**src/adc_if_defines.vh**
```
`ifndef ADC_IF_DEFINES_VH
`define ADC_IF_DEFINES_VH
// ****************************************
// constants of the host readout interface
// ****************************************
`define RES_W          16
`define PAIR_W         3
`define ADDR_W         6
`define WDATA_W        9
`define CMD_WR_BIT     15
`define CMD_ADDR_HI    14
`define CMD_ADDR_LO    9
`define CMD_DATA_HI    8
`define PAIR_DEFAULT   3'h0
`define ZERO_RESULT    16'h0000
`define BIT_CNT_W      5
`define BIT_LAST_WORD  5'h0F
`define BIT_LAST_DWORD 5'h1F
`define CONV_TIME_NS   800
`define CLK_PERIOD_NS  40
`define CONV_CYCLES    ((`CONV_TIME_NS + `CLK_PERIOD_NS - 1) / `CLK_PERIOD_NS)
`define CONV_CNT_W     6
`define FIFO_DEPTH     16
`endif

```
**src/adc_host_readout_interface.v**
```verilog
`timescale 1ns/100ps
`include "adc_if_defines.vh"
module adc_host_readout_interface #(
    parameter CONV_CYCLES = `CONV_CYCLES
) (
    // clock, reset, enable
    input  wire                CLK_IN,
    input  wire                RST_N_IN,
    input  wire                CE_IN,
    // mode straps
    input  wire                SOFTWARE_MODE_IN,
    input  wire                INTERFACE_SELECT_IN,
    input  wire                LINE_COUNT_SELECT_IN,
    input  wire [`PAIR_W-1:0]  PAIR_SELECT_PINS_IN,
    // conversion
    input  wire                SAMPLE_TRIGGER_IN,
    output wire                BUSY_OUT,
    output wire [`PAIR_W-1:0]  CONV_PAIR_OUT,
    input  wire [`RES_W-1:0]   BANK_A_RESULT_IN,
    input  wire [`RES_W-1:0]   BANK_B_RESULT_IN,
    // parallel bus
    input  wire                CS_N_IN,
    input  wire                RD_N_IN,
    input  wire                WR_N_IN,
    input  wire [`RES_W-1:0]   PARALLEL_DATA_LINES_IN,
    output wire [`RES_W-1:0]   PARALLEL_DATA_LINES_OUT,
    output wire                PARALLEL_DATA_LINES_OE_OUT,
    // serial bus
    input  wire                SCLK_IN,
    output wire                SERIAL_OUT_A_OUT,
    output wire                SERIAL_OUT_A_OE_OUT,
    output wire                SERIAL_OUT_B_OUT,
    output wire                SERIAL_OUT_B_OE_OUT,
    // register file port
    output wire                REG_WR_STROBE_OUT,
    output wire [`ADDR_W-1:0]  REG_ADDR_OUT,
    output wire [`WDATA_W-1:0] REG_WDATA_OUT,
    input  wire [`RES_W-1:0]   REG_RDATA_IN
);
    // ****************************************
    // pin synchronisers
    // ****************************************
    wire [`PAIR_W-1:0] pair_s;
    wire [`RES_W-1:0]  pdata_s;
    wire               conv_s, cs_s, rd_s, wr_s, sclk_s, sw_s, ser_s, one_s;

    sync2 #(.W(`PAIR_W + 8)) u_sync_ctl (
        .clk   (CLK_IN),
        .rst_n (RST_N_IN),
        .ce    (CE_IN),
        .d     ({PAIR_SELECT_PINS_IN, SAMPLE_TRIGGER_IN, CS_N_IN, RD_N_IN, WR_N_IN,
                 SCLK_IN, SOFTWARE_MODE_IN, INTERFACE_SELECT_IN, LINE_COUNT_SELECT_IN}),
        .q     ({pair_s, conv_s, cs_s, rd_s, wr_s, sclk_s, sw_s, ser_s, one_s})
    );

    sync2 #(.W(`RES_W)) u_sync_data (
        .clk   (CLK_IN),
        .rst_n (RST_N_IN),
        .ce    (CE_IN),
        .d     (PARALLEL_DATA_LINES_IN),
        .q     (pdata_s)
    );

    // ****************************************
    // edge history and strap capture
    // ****************************************
    reg        conv_d_reg, cs_d_reg, rd_d_reg, wr_d_reg, sclk_d_reg;
    reg        strap_done_reg, sw_mode_reg, ser_mode_reg, two_wire_reg;
    reg [1:0]  strap_wait_reg; // synchroniser fill, straps valid once top bit set
    reg [`PAIR_W-1:0] pair_reg;
    reg [`PAIR_W-1:0] sw_pair_reg;

    wire conv_rise = conv_s && !conv_d_reg;
    wire cs_fall   = !cs_s && cs_d_reg;
    wire rd_fall   = !rd_s && rd_d_reg;
    wire wr_rise   = wr_s && !wr_d_reg;
    wire sclk_rise = sclk_s && !sclk_d_reg;

    // straps caught once, on the third edge after release
    always @(posedge CLK_IN or negedge RST_N_IN) begin
        if (!RST_N_IN) begin
            conv_d_reg     <= 1'b0;
            cs_d_reg       <= 1'b1;
            rd_d_reg       <= 1'b1;
            wr_d_reg       <= 1'b1;
            sclk_d_reg     <= 1'b0;
            strap_done_reg <= 1'b0;
            sw_mode_reg    <= 1'b0;
            ser_mode_reg   <= 1'b0;
            two_wire_reg   <= 1'b0;
            strap_wait_reg <= 2'h0;
        end else if (CE_IN) begin
            strap_wait_reg <= {strap_wait_reg[0], 1'b1};
            conv_d_reg <= conv_s;
            cs_d_reg   <= cs_s;
            rd_d_reg   <= rd_s;
            wr_d_reg   <= wr_s;
            sclk_d_reg <= sclk_s;
            if (!strap_done_reg && strap_wait_reg[1]) begin
                strap_done_reg <= 1'b1;
                sw_mode_reg    <= sw_s;
                ser_mode_reg   <= ser_s;
                two_wire_reg   <= one_s;
            end
        end
    end

    // ****************************************
    // conversion timing and pair selection
    // ****************************************
    reg                  busy_reg;
    reg [`CONV_CNT_W-1:0] conv_cnt_reg;
    reg                  done_pulse_reg;
    reg [`RES_W-1:0]     res_a_reg, res_b_reg;
    wire                 conv_start = !busy_reg && conv_rise && strap_done_reg;

    always @(posedge CLK_IN or negedge RST_N_IN) begin
        if (!RST_N_IN) begin
            busy_reg       <= 1'b0;
            conv_cnt_reg   <= {`CONV_CNT_W{1'b0}};
            done_pulse_reg <= 1'b0;
            pair_reg       <= `PAIR_DEFAULT;
            res_a_reg      <= `ZERO_RESULT;
            res_b_reg      <= `ZERO_RESULT;
        end else if (CE_IN) begin
            done_pulse_reg <= 1'b0;
            if (!strap_done_reg)
                pair_reg <= sw_s ? sw_pair_reg : pair_s;
            else if (!sw_mode_reg && (busy_reg || conv_start))
                pair_reg <= pair_s;
            else if (sw_mode_reg)
                pair_reg <= sw_pair_reg;
            if (conv_start) begin
                busy_reg     <= 1'b1;
                conv_cnt_reg <= CONV_CYCLES[`CONV_CNT_W-1:0];
            end else if (busy_reg) begin
                if (conv_cnt_reg == {{(`CONV_CNT_W-1){1'b0}}, 1'b1}) begin
                    busy_reg       <= 1'b0;
                    done_pulse_reg <= 1'b1;
                    res_a_reg      <= BANK_A_RESULT_IN;
                    res_b_reg      <= BANK_B_RESULT_IN;
                end
                conv_cnt_reg <= conv_cnt_reg - 1'b1;
            end
        end
    end

    assign BUSY_OUT      = busy_reg;
    assign CONV_PAIR_OUT = pair_reg;

    // ****************************************
    // parallel commands
    // ****************************************
    reg               reg_wr_reg;
    reg [`ADDR_W-1:0]  reg_addr_reg;
    reg [`WDATA_W-1:0] reg_wdata_reg;
    reg               reg_out_pend_reg;
    reg [`RES_W-1:0]   reg_out_reg;
    wire              par_cmd = !ser_mode_reg && sw_mode_reg && wr_rise && !cs_s;

    always @(posedge CLK_IN or negedge RST_N_IN) begin
        if (!RST_N_IN) begin
            reg_wr_reg       <= 1'b0;
            reg_addr_reg     <= {`ADDR_W{1'b0}};
            reg_wdata_reg    <= {`WDATA_W{1'b0}};
            reg_out_pend_reg <= 1'b0;
            reg_out_reg      <= `ZERO_RESULT;
            sw_pair_reg      <= `PAIR_DEFAULT;
        end else if (CE_IN) begin
            reg_wr_reg <= 1'b0;
            if (par_cmd) begin
                reg_addr_reg <= pdata_s[`CMD_ADDR_HI:`CMD_ADDR_LO];
                if (pdata_s[`CMD_WR_BIT]) begin
                    reg_wr_reg    <= 1'b1;
                    reg_wdata_reg <= pdata_s[`CMD_DATA_HI:0];
                    if (pdata_s[`CMD_ADDR_HI:`CMD_ADDR_LO] == {`ADDR_W{1'b0}})
                        sw_pair_reg <= pdata_s[`PAIR_W-1:0];
                end else begin
                    reg_out_pend_reg <= 1'b1;
                end
            end else if (reg_out_pend_reg) begin
                reg_out_pend_reg <= 1'b0;
                reg_out_reg      <= REG_RDATA_IN;
            end
        end
    end

    assign REG_WR_STROBE_OUT = reg_wr_reg;
    assign REG_ADDR_OUT      = reg_addr_reg;
    assign REG_WDATA_OUT     = reg_wdata_reg;

    // ****************************************
    // result queue and parallel readback
    // ****************************************
    reg        load_b_reg, reg_sel_reg;
    reg [`RES_W-1:0] pdout_reg;
    wire       fifo_in_ready, fifo_out_valid, fifo_pop;
    wire [`RES_W-1:0] fifo_out;
    wire       fifo_in_valid = done_pulse_reg || load_b_reg;
    wire [`RES_W-1:0] fifo_in = load_b_reg ? res_b_reg : res_a_reg;

    // bank A then bank B queued per conversion
    always @(posedge CLK_IN or negedge RST_N_IN) begin
        if (!RST_N_IN)
            load_b_reg <= 1'b0;
        else if (CE_IN)
            load_b_reg <= done_pulse_reg;
    end

    result_fifo #(.WIDTH(`RES_W), .DEPTH(`FIFO_DEPTH), .AW(4)) u_fifo (
        .clk       (CLK_IN),
        .rst_n     (RST_N_IN),
        .ce        (CE_IN),
        .flush     (conv_start), // stale words dropped at each start
        .in_valid  (fifo_in_valid),
        .in_ready  (fifo_in_ready),
        .in_data   (fifo_in),
        .out_valid (fifo_out_valid),
        .out_ready (fifo_pop),
        .out_data  (fifo_out)
    );

    wire par_read = strap_done_reg && !ser_mode_reg && rd_fall && !cs_s;

    // each read fall presents the next queued word (zero when empty), or the register word after a read command
    always @(posedge CLK_IN or negedge RST_N_IN) begin
        if (!RST_N_IN) begin
            pdout_reg   <= `ZERO_RESULT;
            reg_sel_reg <= 1'b0;
        end else if (CE_IN) begin
            if (par_cmd && !pdata_s[`CMD_WR_BIT])
                reg_sel_reg <= 1'b1;
            if (par_read) begin
                if (reg_sel_reg) begin
                    pdout_reg   <= reg_out_reg;
                    reg_sel_reg <= 1'b0;
                end else
                    pdout_reg <= fifo_out_valid ? fifo_out : `ZERO_RESULT;
            end
        end
    end

    assign PARALLEL_DATA_LINES_OUT    = pdout_reg;
    assign PARALLEL_DATA_LINES_OE_OUT = strap_done_reg && !ser_mode_reg && !cs_s && !rd_s;

    // ****************************************
    // serial shifter
    // ****************************************
    reg [`RES_W-1:0]     sh_a_reg, sh_b_reg;
    reg [`BIT_CNT_W-1:0] bit_cnt_reg;
    reg                  sa_reg, sb_reg;
    wire ser_pop_a = ser_mode_reg && !cs_s && sclk_rise && bit_cnt_reg == {`BIT_CNT_W{1'b0}};
    wire ser_pop_b = ser_mode_reg && !cs_s && sclk_rise && bit_cnt_reg == `BIT_LAST_WORD + 1'b1
                     && !two_wire_reg;
    assign fifo_pop = (par_read && !reg_sel_reg) || ser_pop_a || (ser_pop_b && !two_wire_reg)
                      || (ser_pop_a && two_wire_reg);

    always @(posedge CLK_IN or negedge RST_N_IN) begin
        if (!RST_N_IN) begin
            sh_a_reg    <= `ZERO_RESULT;
            sh_b_reg    <= `ZERO_RESULT;
            bit_cnt_reg <= {`BIT_CNT_W{1'b0}};
            sa_reg      <= 1'b0;
            sb_reg      <= 1'b0;
        end else if (CE_IN) begin
            if (cs_fall && !two_wire_reg && bit_cnt_reg != `BIT_LAST_WORD + 1'b1)
                bit_cnt_reg <= {`BIT_CNT_W{1'b0}};
            else if (cs_fall && two_wire_reg)
                bit_cnt_reg <= {`BIT_CNT_W{1'b0}};
            else if (ser_mode_reg && !cs_s && sclk_rise) begin
                if (bit_cnt_reg == {`BIT_CNT_W{1'b0}} || ser_pop_b) begin
                    // word loads, MSB goes out now
                    sa_reg   <= fifo_out_valid ? fifo_out[`RES_W-1] : 1'b0;
                    sh_a_reg <= fifo_out_valid ? {fifo_out[`RES_W-2:0], 1'b0} : `ZERO_RESULT;
                    sb_reg   <= res_b_reg[`RES_W-1];
                    sh_b_reg <= {res_b_reg[`RES_W-2:0], 1'b0};
                end else begin
                    sa_reg   <= sh_a_reg[`RES_W-1];
                    sh_a_reg <= {sh_a_reg[`RES_W-2:0], 1'b0};
                    sb_reg   <= sh_b_reg[`RES_W-1];
                    sh_b_reg <= {sh_b_reg[`RES_W-2:0], 1'b0};
                end
                if (two_wire_reg && bit_cnt_reg == `BIT_LAST_WORD)
                    bit_cnt_reg <= {`BIT_CNT_W{1'b0}};
                else if (bit_cnt_reg == `BIT_LAST_DWORD)
                    bit_cnt_reg <= {`BIT_CNT_W{1'b0}};
                else
                    bit_cnt_reg <= bit_cnt_reg + 1'b1;
            end
        end
    end

    assign SERIAL_OUT_A_OUT    = sa_reg;
    assign SERIAL_OUT_B_OUT    = sb_reg;
    assign SERIAL_OUT_A_OE_OUT = ser_mode_reg && !cs_s;
    assign SERIAL_OUT_B_OE_OUT = ser_mode_reg && !cs_s && two_wire_reg;
endmodule

```
**src/sync2.v**
```verilog
`timescale 1ns/100ps
// two-flop synchroniser for a pin level
module sync2 #(
    parameter W = 1
) (
    input  wire         clk,
    input  wire         rst_n,
    input  wire         ce,
    input  wire [W-1:0] d,
    output wire [W-1:0] q
);
    reg [W-1:0] meta_reg;
    reg [W-1:0] q_reg;

    // first stage feeds only the second
    always @(posedge clk or negedge rst_n) begin
        if (!rst_n) begin
            meta_reg <= {W{1'b0}};
            q_reg    <= {W{1'b0}};
        end else if (ce) begin
            meta_reg <= d;
            q_reg    <= meta_reg;
        end
    end
    assign q = q_reg;
endmodule

```
**src/result_fifo.v**
```verilog
`timescale 1ns/100ps
`include "adc_if_defines.vh"
// result buffer with valid/ready on both sides
module result_fifo #(
    parameter WIDTH = `RES_W,
    parameter DEPTH = `FIFO_DEPTH,
    parameter AW    = 4
) (
    input  wire             clk,
    input  wire             rst_n,
    input  wire             ce,
    input  wire             flush,
    input  wire             in_valid,
    output wire             in_ready,
    input  wire [WIDTH-1:0] in_data,
    output wire             out_valid,
    input  wire             out_ready,
    output wire [WIDTH-1:0] out_data
);
    reg [WIDTH-1:0] mem_reg [0:DEPTH-1];
    reg [AW-1:0]    wr_ptr_reg;
    reg [AW-1:0]    rd_ptr_reg;
    reg [AW:0]      count_reg;
    wire            push;
    wire            pop;

    // honest full and empty
    assign in_ready  = (count_reg != DEPTH[AW:0]);
    assign out_valid = (count_reg != {(AW+1){1'b0}});
    assign out_data  = mem_reg[rd_ptr_reg];
    assign push      = in_valid && in_ready;
    assign pop       = out_valid && out_ready;

    // pointers and occupancy
    always @(posedge clk or negedge rst_n) begin
        if (!rst_n) begin
            wr_ptr_reg <= {AW{1'b0}};
            rd_ptr_reg <= {AW{1'b0}};
            count_reg  <= {(AW+1){1'b0}};
        end else if (ce) begin
            if (flush) begin
                wr_ptr_reg <= {AW{1'b0}};
                rd_ptr_reg <= {AW{1'b0}};
                count_reg  <= {(AW+1){1'b0}};
            end else begin
                if (push)
                    wr_ptr_reg <= wr_ptr_reg + 1'b1;
                if (pop)
                    rd_ptr_reg <= rd_ptr_reg + 1'b1;
                if (push && !pop)
                    count_reg <= count_reg + 1'b1;
                else if (pop && !push)
                    count_reg <= count_reg - 1'b1;
            end
        end
    end

    // storage written by index
    always @(posedge clk) begin
        if (ce && push && !flush)
            mem_reg[wr_ptr_reg] <= in_data;
    end
endmodule

```
**config.mk**
```make
export PLATFORM = sky130hd
export DESIGN_NAME = adc_host_readout_interface
export DESIGN_NICKNAME = d
export VERILOG_FILES = /design/src/adc_host_readout_interface.v /design/src/sync2.v /design/src/result_fifo.v
export VERILOG_INCLUDE_DIRS = /design/src
export SDC_FILE = /design/constraint.sdc
export NUM_CORES = 1
export LEC_CHECK = 0
export BUFFER_PORTS_ARGS = -buffer_cell sky130_fd_sc_hd__buf_2
export CORE_MARGIN = 3
export CORE_UTILIZATION = 26
export CTS_CLUSTER_DIAMETER = 40
export DETAILED_ROUTE_END_ITERATION = 7
export GPL_ROUTABILITY_DRIVEN = 0
export HOLD_SLACK_MARGIN = 0.06
export RECOVER_POWER = 50
export SYNTH_ARGS = -nofsm -noshare
export SYNTH_HDL_FRONTEND = slang
export SYNTH_SLANG_ARGS = --single-unit
```
**constraint.sdc**
```tcl
create_clock -name CLK_IN -period 3.1 [get_ports CLK_IN]
set_clock_uncertainty 0.1 [all_clocks]
set_input_delay 0 -clock CLK_IN [delete_from_list [all_inputs] [get_ports CLK_IN]]
set_output_delay 0 -clock CLK_IN [all_outputs]
set_load 0.01 [all_outputs]
```
==> metrics.md <==
| Metric | Value |
|---|---|
| PnR Total Power | around 18 mW |
| Antenna fix cells | 0 |
| Post-synth top area share | 0.405 |
| CP cell instances | or4_4, o2111ai_2, o211a_4, inv_1, fa_2, a21o_1, a21o_1, a2111oi_2, buf_4, o31a_1, o21ai_1 |
| Iter 0 DRT Violations | roughly 630 |
| Post-CTS Setup Inserts | 0 |
| Final setup viols | 0 |
| Crit path DAT | around 3400 ps |
| Min Clock Period, post-route | between 2000 and 3000 ps |
| Reg clk slew, reported paths | approximately 70 ps |
| Drt first pass iters | 5 |
| Maximum fanout along the worst path | 3 |
| Htree depth | 2 |
| WS Path Type | reg2reg |
| Fmax | 0.334 GHz |
| CTS root buf | clkbuf_16 |
| Dpl hpwl | roughly 28 mm |
| Synth Instances | 1119 |
| # clock sinks | about 470 |
| Area leader, netlist | edfxtp_1 |
| Vias in the first global route | around 12000 |
| Largest net degree at the start of global routing | 89 |
| Leading post-synthesis cells by cell area | edfxtp_1, dfrtp_1, mux4_2 |
| Post-DRT Antenna Nets | 0 |
| Synthesized area | 19000 sq um |
| Number of core rows | between 90 and 100 |
| Post-Syn Nets | about 1200 |
| All-Layer GR Usage | 0.115 |
| Post-synthesis cell type count | 63 |
| Total CTS buffers | 50 |
| Drt wl/cell | approximately 19 um |
| Power Density | 765 nW/um^2 |
| Slew HR | 0.0295 |
| Routed via count | about 11000 |
| Die Span Y | between 200 and 300 um |
| Top_reg_cell synth | edfxtp_1 |
| Starting Density | 0.264 |
| Seq/Total Area, Yosys | 0.684 |
| Worst slew pin tran | around 1500 ps |
| Pre-CTS WS | -55.0 ps |
| Maximum vdd drop | 0.535 mV |
| Synthesized area per cell | ~17 sq um |
| Setup ws final | about 110 ps |
| Initial antenna violation count | 0 |
| Static leakage | about 9 nW |
| Vias per cell | roughly 4.5 |
| Number of synthesized register bits | about 470 |
| Core area | between 70000 and 80000 sq um |
| Overall die width | 276 um |
| Port Buffer Count | 118 |
| DRC | 0 |
| Fraction of registers with async set/reset | 0.453 |
| Max Cap Viol | 0 |
| Fin util | 0.330 |
| Final Max Slew Viols | 0 |
| CP Data Required Time | 3460 ps |
| Ys Warns | 0 |
| CTS tree | done |
| Later-pin clock latency in the skew report | between 500 and 600 ps |
| GRT Residual Overflow | 0 |
| Hold Crit Class | in2reg |
| Filler cells | between 6000 and 7000 |
| Worst setup SP type | register |
| Status | complete, no violations |
| Final hold violations | 0 |
| CP dominant cell by count | a21o_1 |
| Top-count cell post-synth | edfxtp_1 |
| First-pass GRT wire length | approximately 69 mm |
| Final nets | 1482 |
| Post-synth EDFFs | 256 |
| Max Root-Sink Buffers | 3 |
| CP Capture Type | register |
| IO Pins | 119 |
| Largest register FFs | between 200 and 300 |
| Area Growth Syn to Fin | 24.9% |
| Slowest stage delay, CP | 560 ps |
| Die area | around 76000 sq um |
| Top cell types by occurrence after synthesis | edfxtp_1, dfrtp_1, mux2_2 |
| Layout cells sized above 1 | 0.328 |
| Final WL | about 44 mm |
| Hold Slack | ~66 ps |
| Final Cycle Share | 0.965 |
| Slowest CP cell | or4_4 |
area by class of cell:
cell class                      instances  area, sq um  area share
Sequential cell                       468        13000       0.548
Tap cell                              950         1190      0.0501
Clock inverter                         28          405      0.0171
Timing Repair Buffer                  279         2020      0.0851
Clock buffer                           64         1340      0.0563
Inverter                               21         78.8     0.00332
Multi-Input combinational cell        569         5700       0.240
report_power, final:
group          switching, mW  internal [mW]  total (mW)
Combinational           2.09           1.86        3.95
Clock                   2.52           3.69        6.21
Sequential             0.474           7.52        7.99
logic make-up after synthesis:
kind of cell / share of synthesized area
compound gates: 0.0522
xor+xnor: 0.00231
fa+ha+maj: 0.0103
buf+inv: 0.0198
flops: 0.684
mux: 0.190
simple gates: 0.0416
layout by cell type (no fill, tap or decap), drive strengths merged, types with 3 or more instances in the layout:
master	netlist	routed
a21bo	3	3
a21o	7	7
a21oi	55	55
a22o	4	4
a22oi	15	15
a32o	5	5
and2	10	10
and3	4	4
buf	27	145
bufinv	0	7
clkbuf	34	106
clkinv	0	15
dfrtp	209	209
dfstp	3	3
dlygate4sd3	0	92
edfxtp	256	256
ha	14	14
inv	21	27
mux2	144	144
mux2i	18	18
mux4	80	80
nand2	39	39
nand2b	3	3
nand3	11	11
nand4	16	16
nor2	46	46
nor2b	3	3
nor3	3	3
nor3b	5	5
nor4	6	6
o211ai	3	3
o21ai	39	39
o31ai	3	3
o41ai	3	3
xor2	3	3
through the flow:
stage | setup TNS [ps] | instance area [sq um] | std cells
5_1_grt | -24.6 | 23700 | 2379
6_report | 0 | 23700 | 2379
2_1_floorplan | -18930 | 19000 | 1119
3_5_place_dp | -55.0 | 21100 | 2195
4_1_cts | 0 | 23800 | 2379
3_3_place_gp | -60.0 | 21100 | 2195
worst max-delay path: cells and delay by family, from the launching register on:
| family | cells | cell delay [ps] |
|---|---|---|
| adders and majority gates | 1 | 340 |
| buffers and inverters | 2 | 230 |
| and+or+nand+nor | 1 | 560 |
| AOI/OAI and AO/OA | 7 | 1280 |
| DFF | 1 | 390 |
metal layers:
| layer | GRT usage | up-vias | part of all wire |
|---|---|---|---|
| met3 | 0.0186 | 62 | 0.041 |
| met5 | 0 | - | 0 |
| met1 | 0.141 | 5655 | 0.41 |
| li1 | - | 4866 | - |
| met2 | 0.207 | 223 | 0.52 |
| met4 | 0.0330 | 0 | 0.023 |
path summary, 6_finish.rpt:
path	startpoint	end	slack [ps]	cells after the start
setup / recovery	u_fifo.count_reg[0]	u_fifo.count_reg[4]	110	11
hold / removal	BANK_A_RESULT_IN[11]	res_a_reg[11]	70	3
setup reg to reg	u_fifo.count_reg[0]	u_fifo.count_reg[4]	110	11
hold reg to reg	strap_wait_reg[0]	strap_wait_reg[0]	360	1
max in group asynchronous	RST_N_IN	sh_b_reg[5]	810	4
min in group asynchronous	RST_N_IN	u_sync_data.q[14]	430	3
timing repair:
action,CTS,global route
hold buffers,92,0
setup endpoints to repair,1,1
resized for setup,3,4
pin swaps,0,1
endpoints found under the hold margin,320,0
Power figures use the tool's default switching activity.
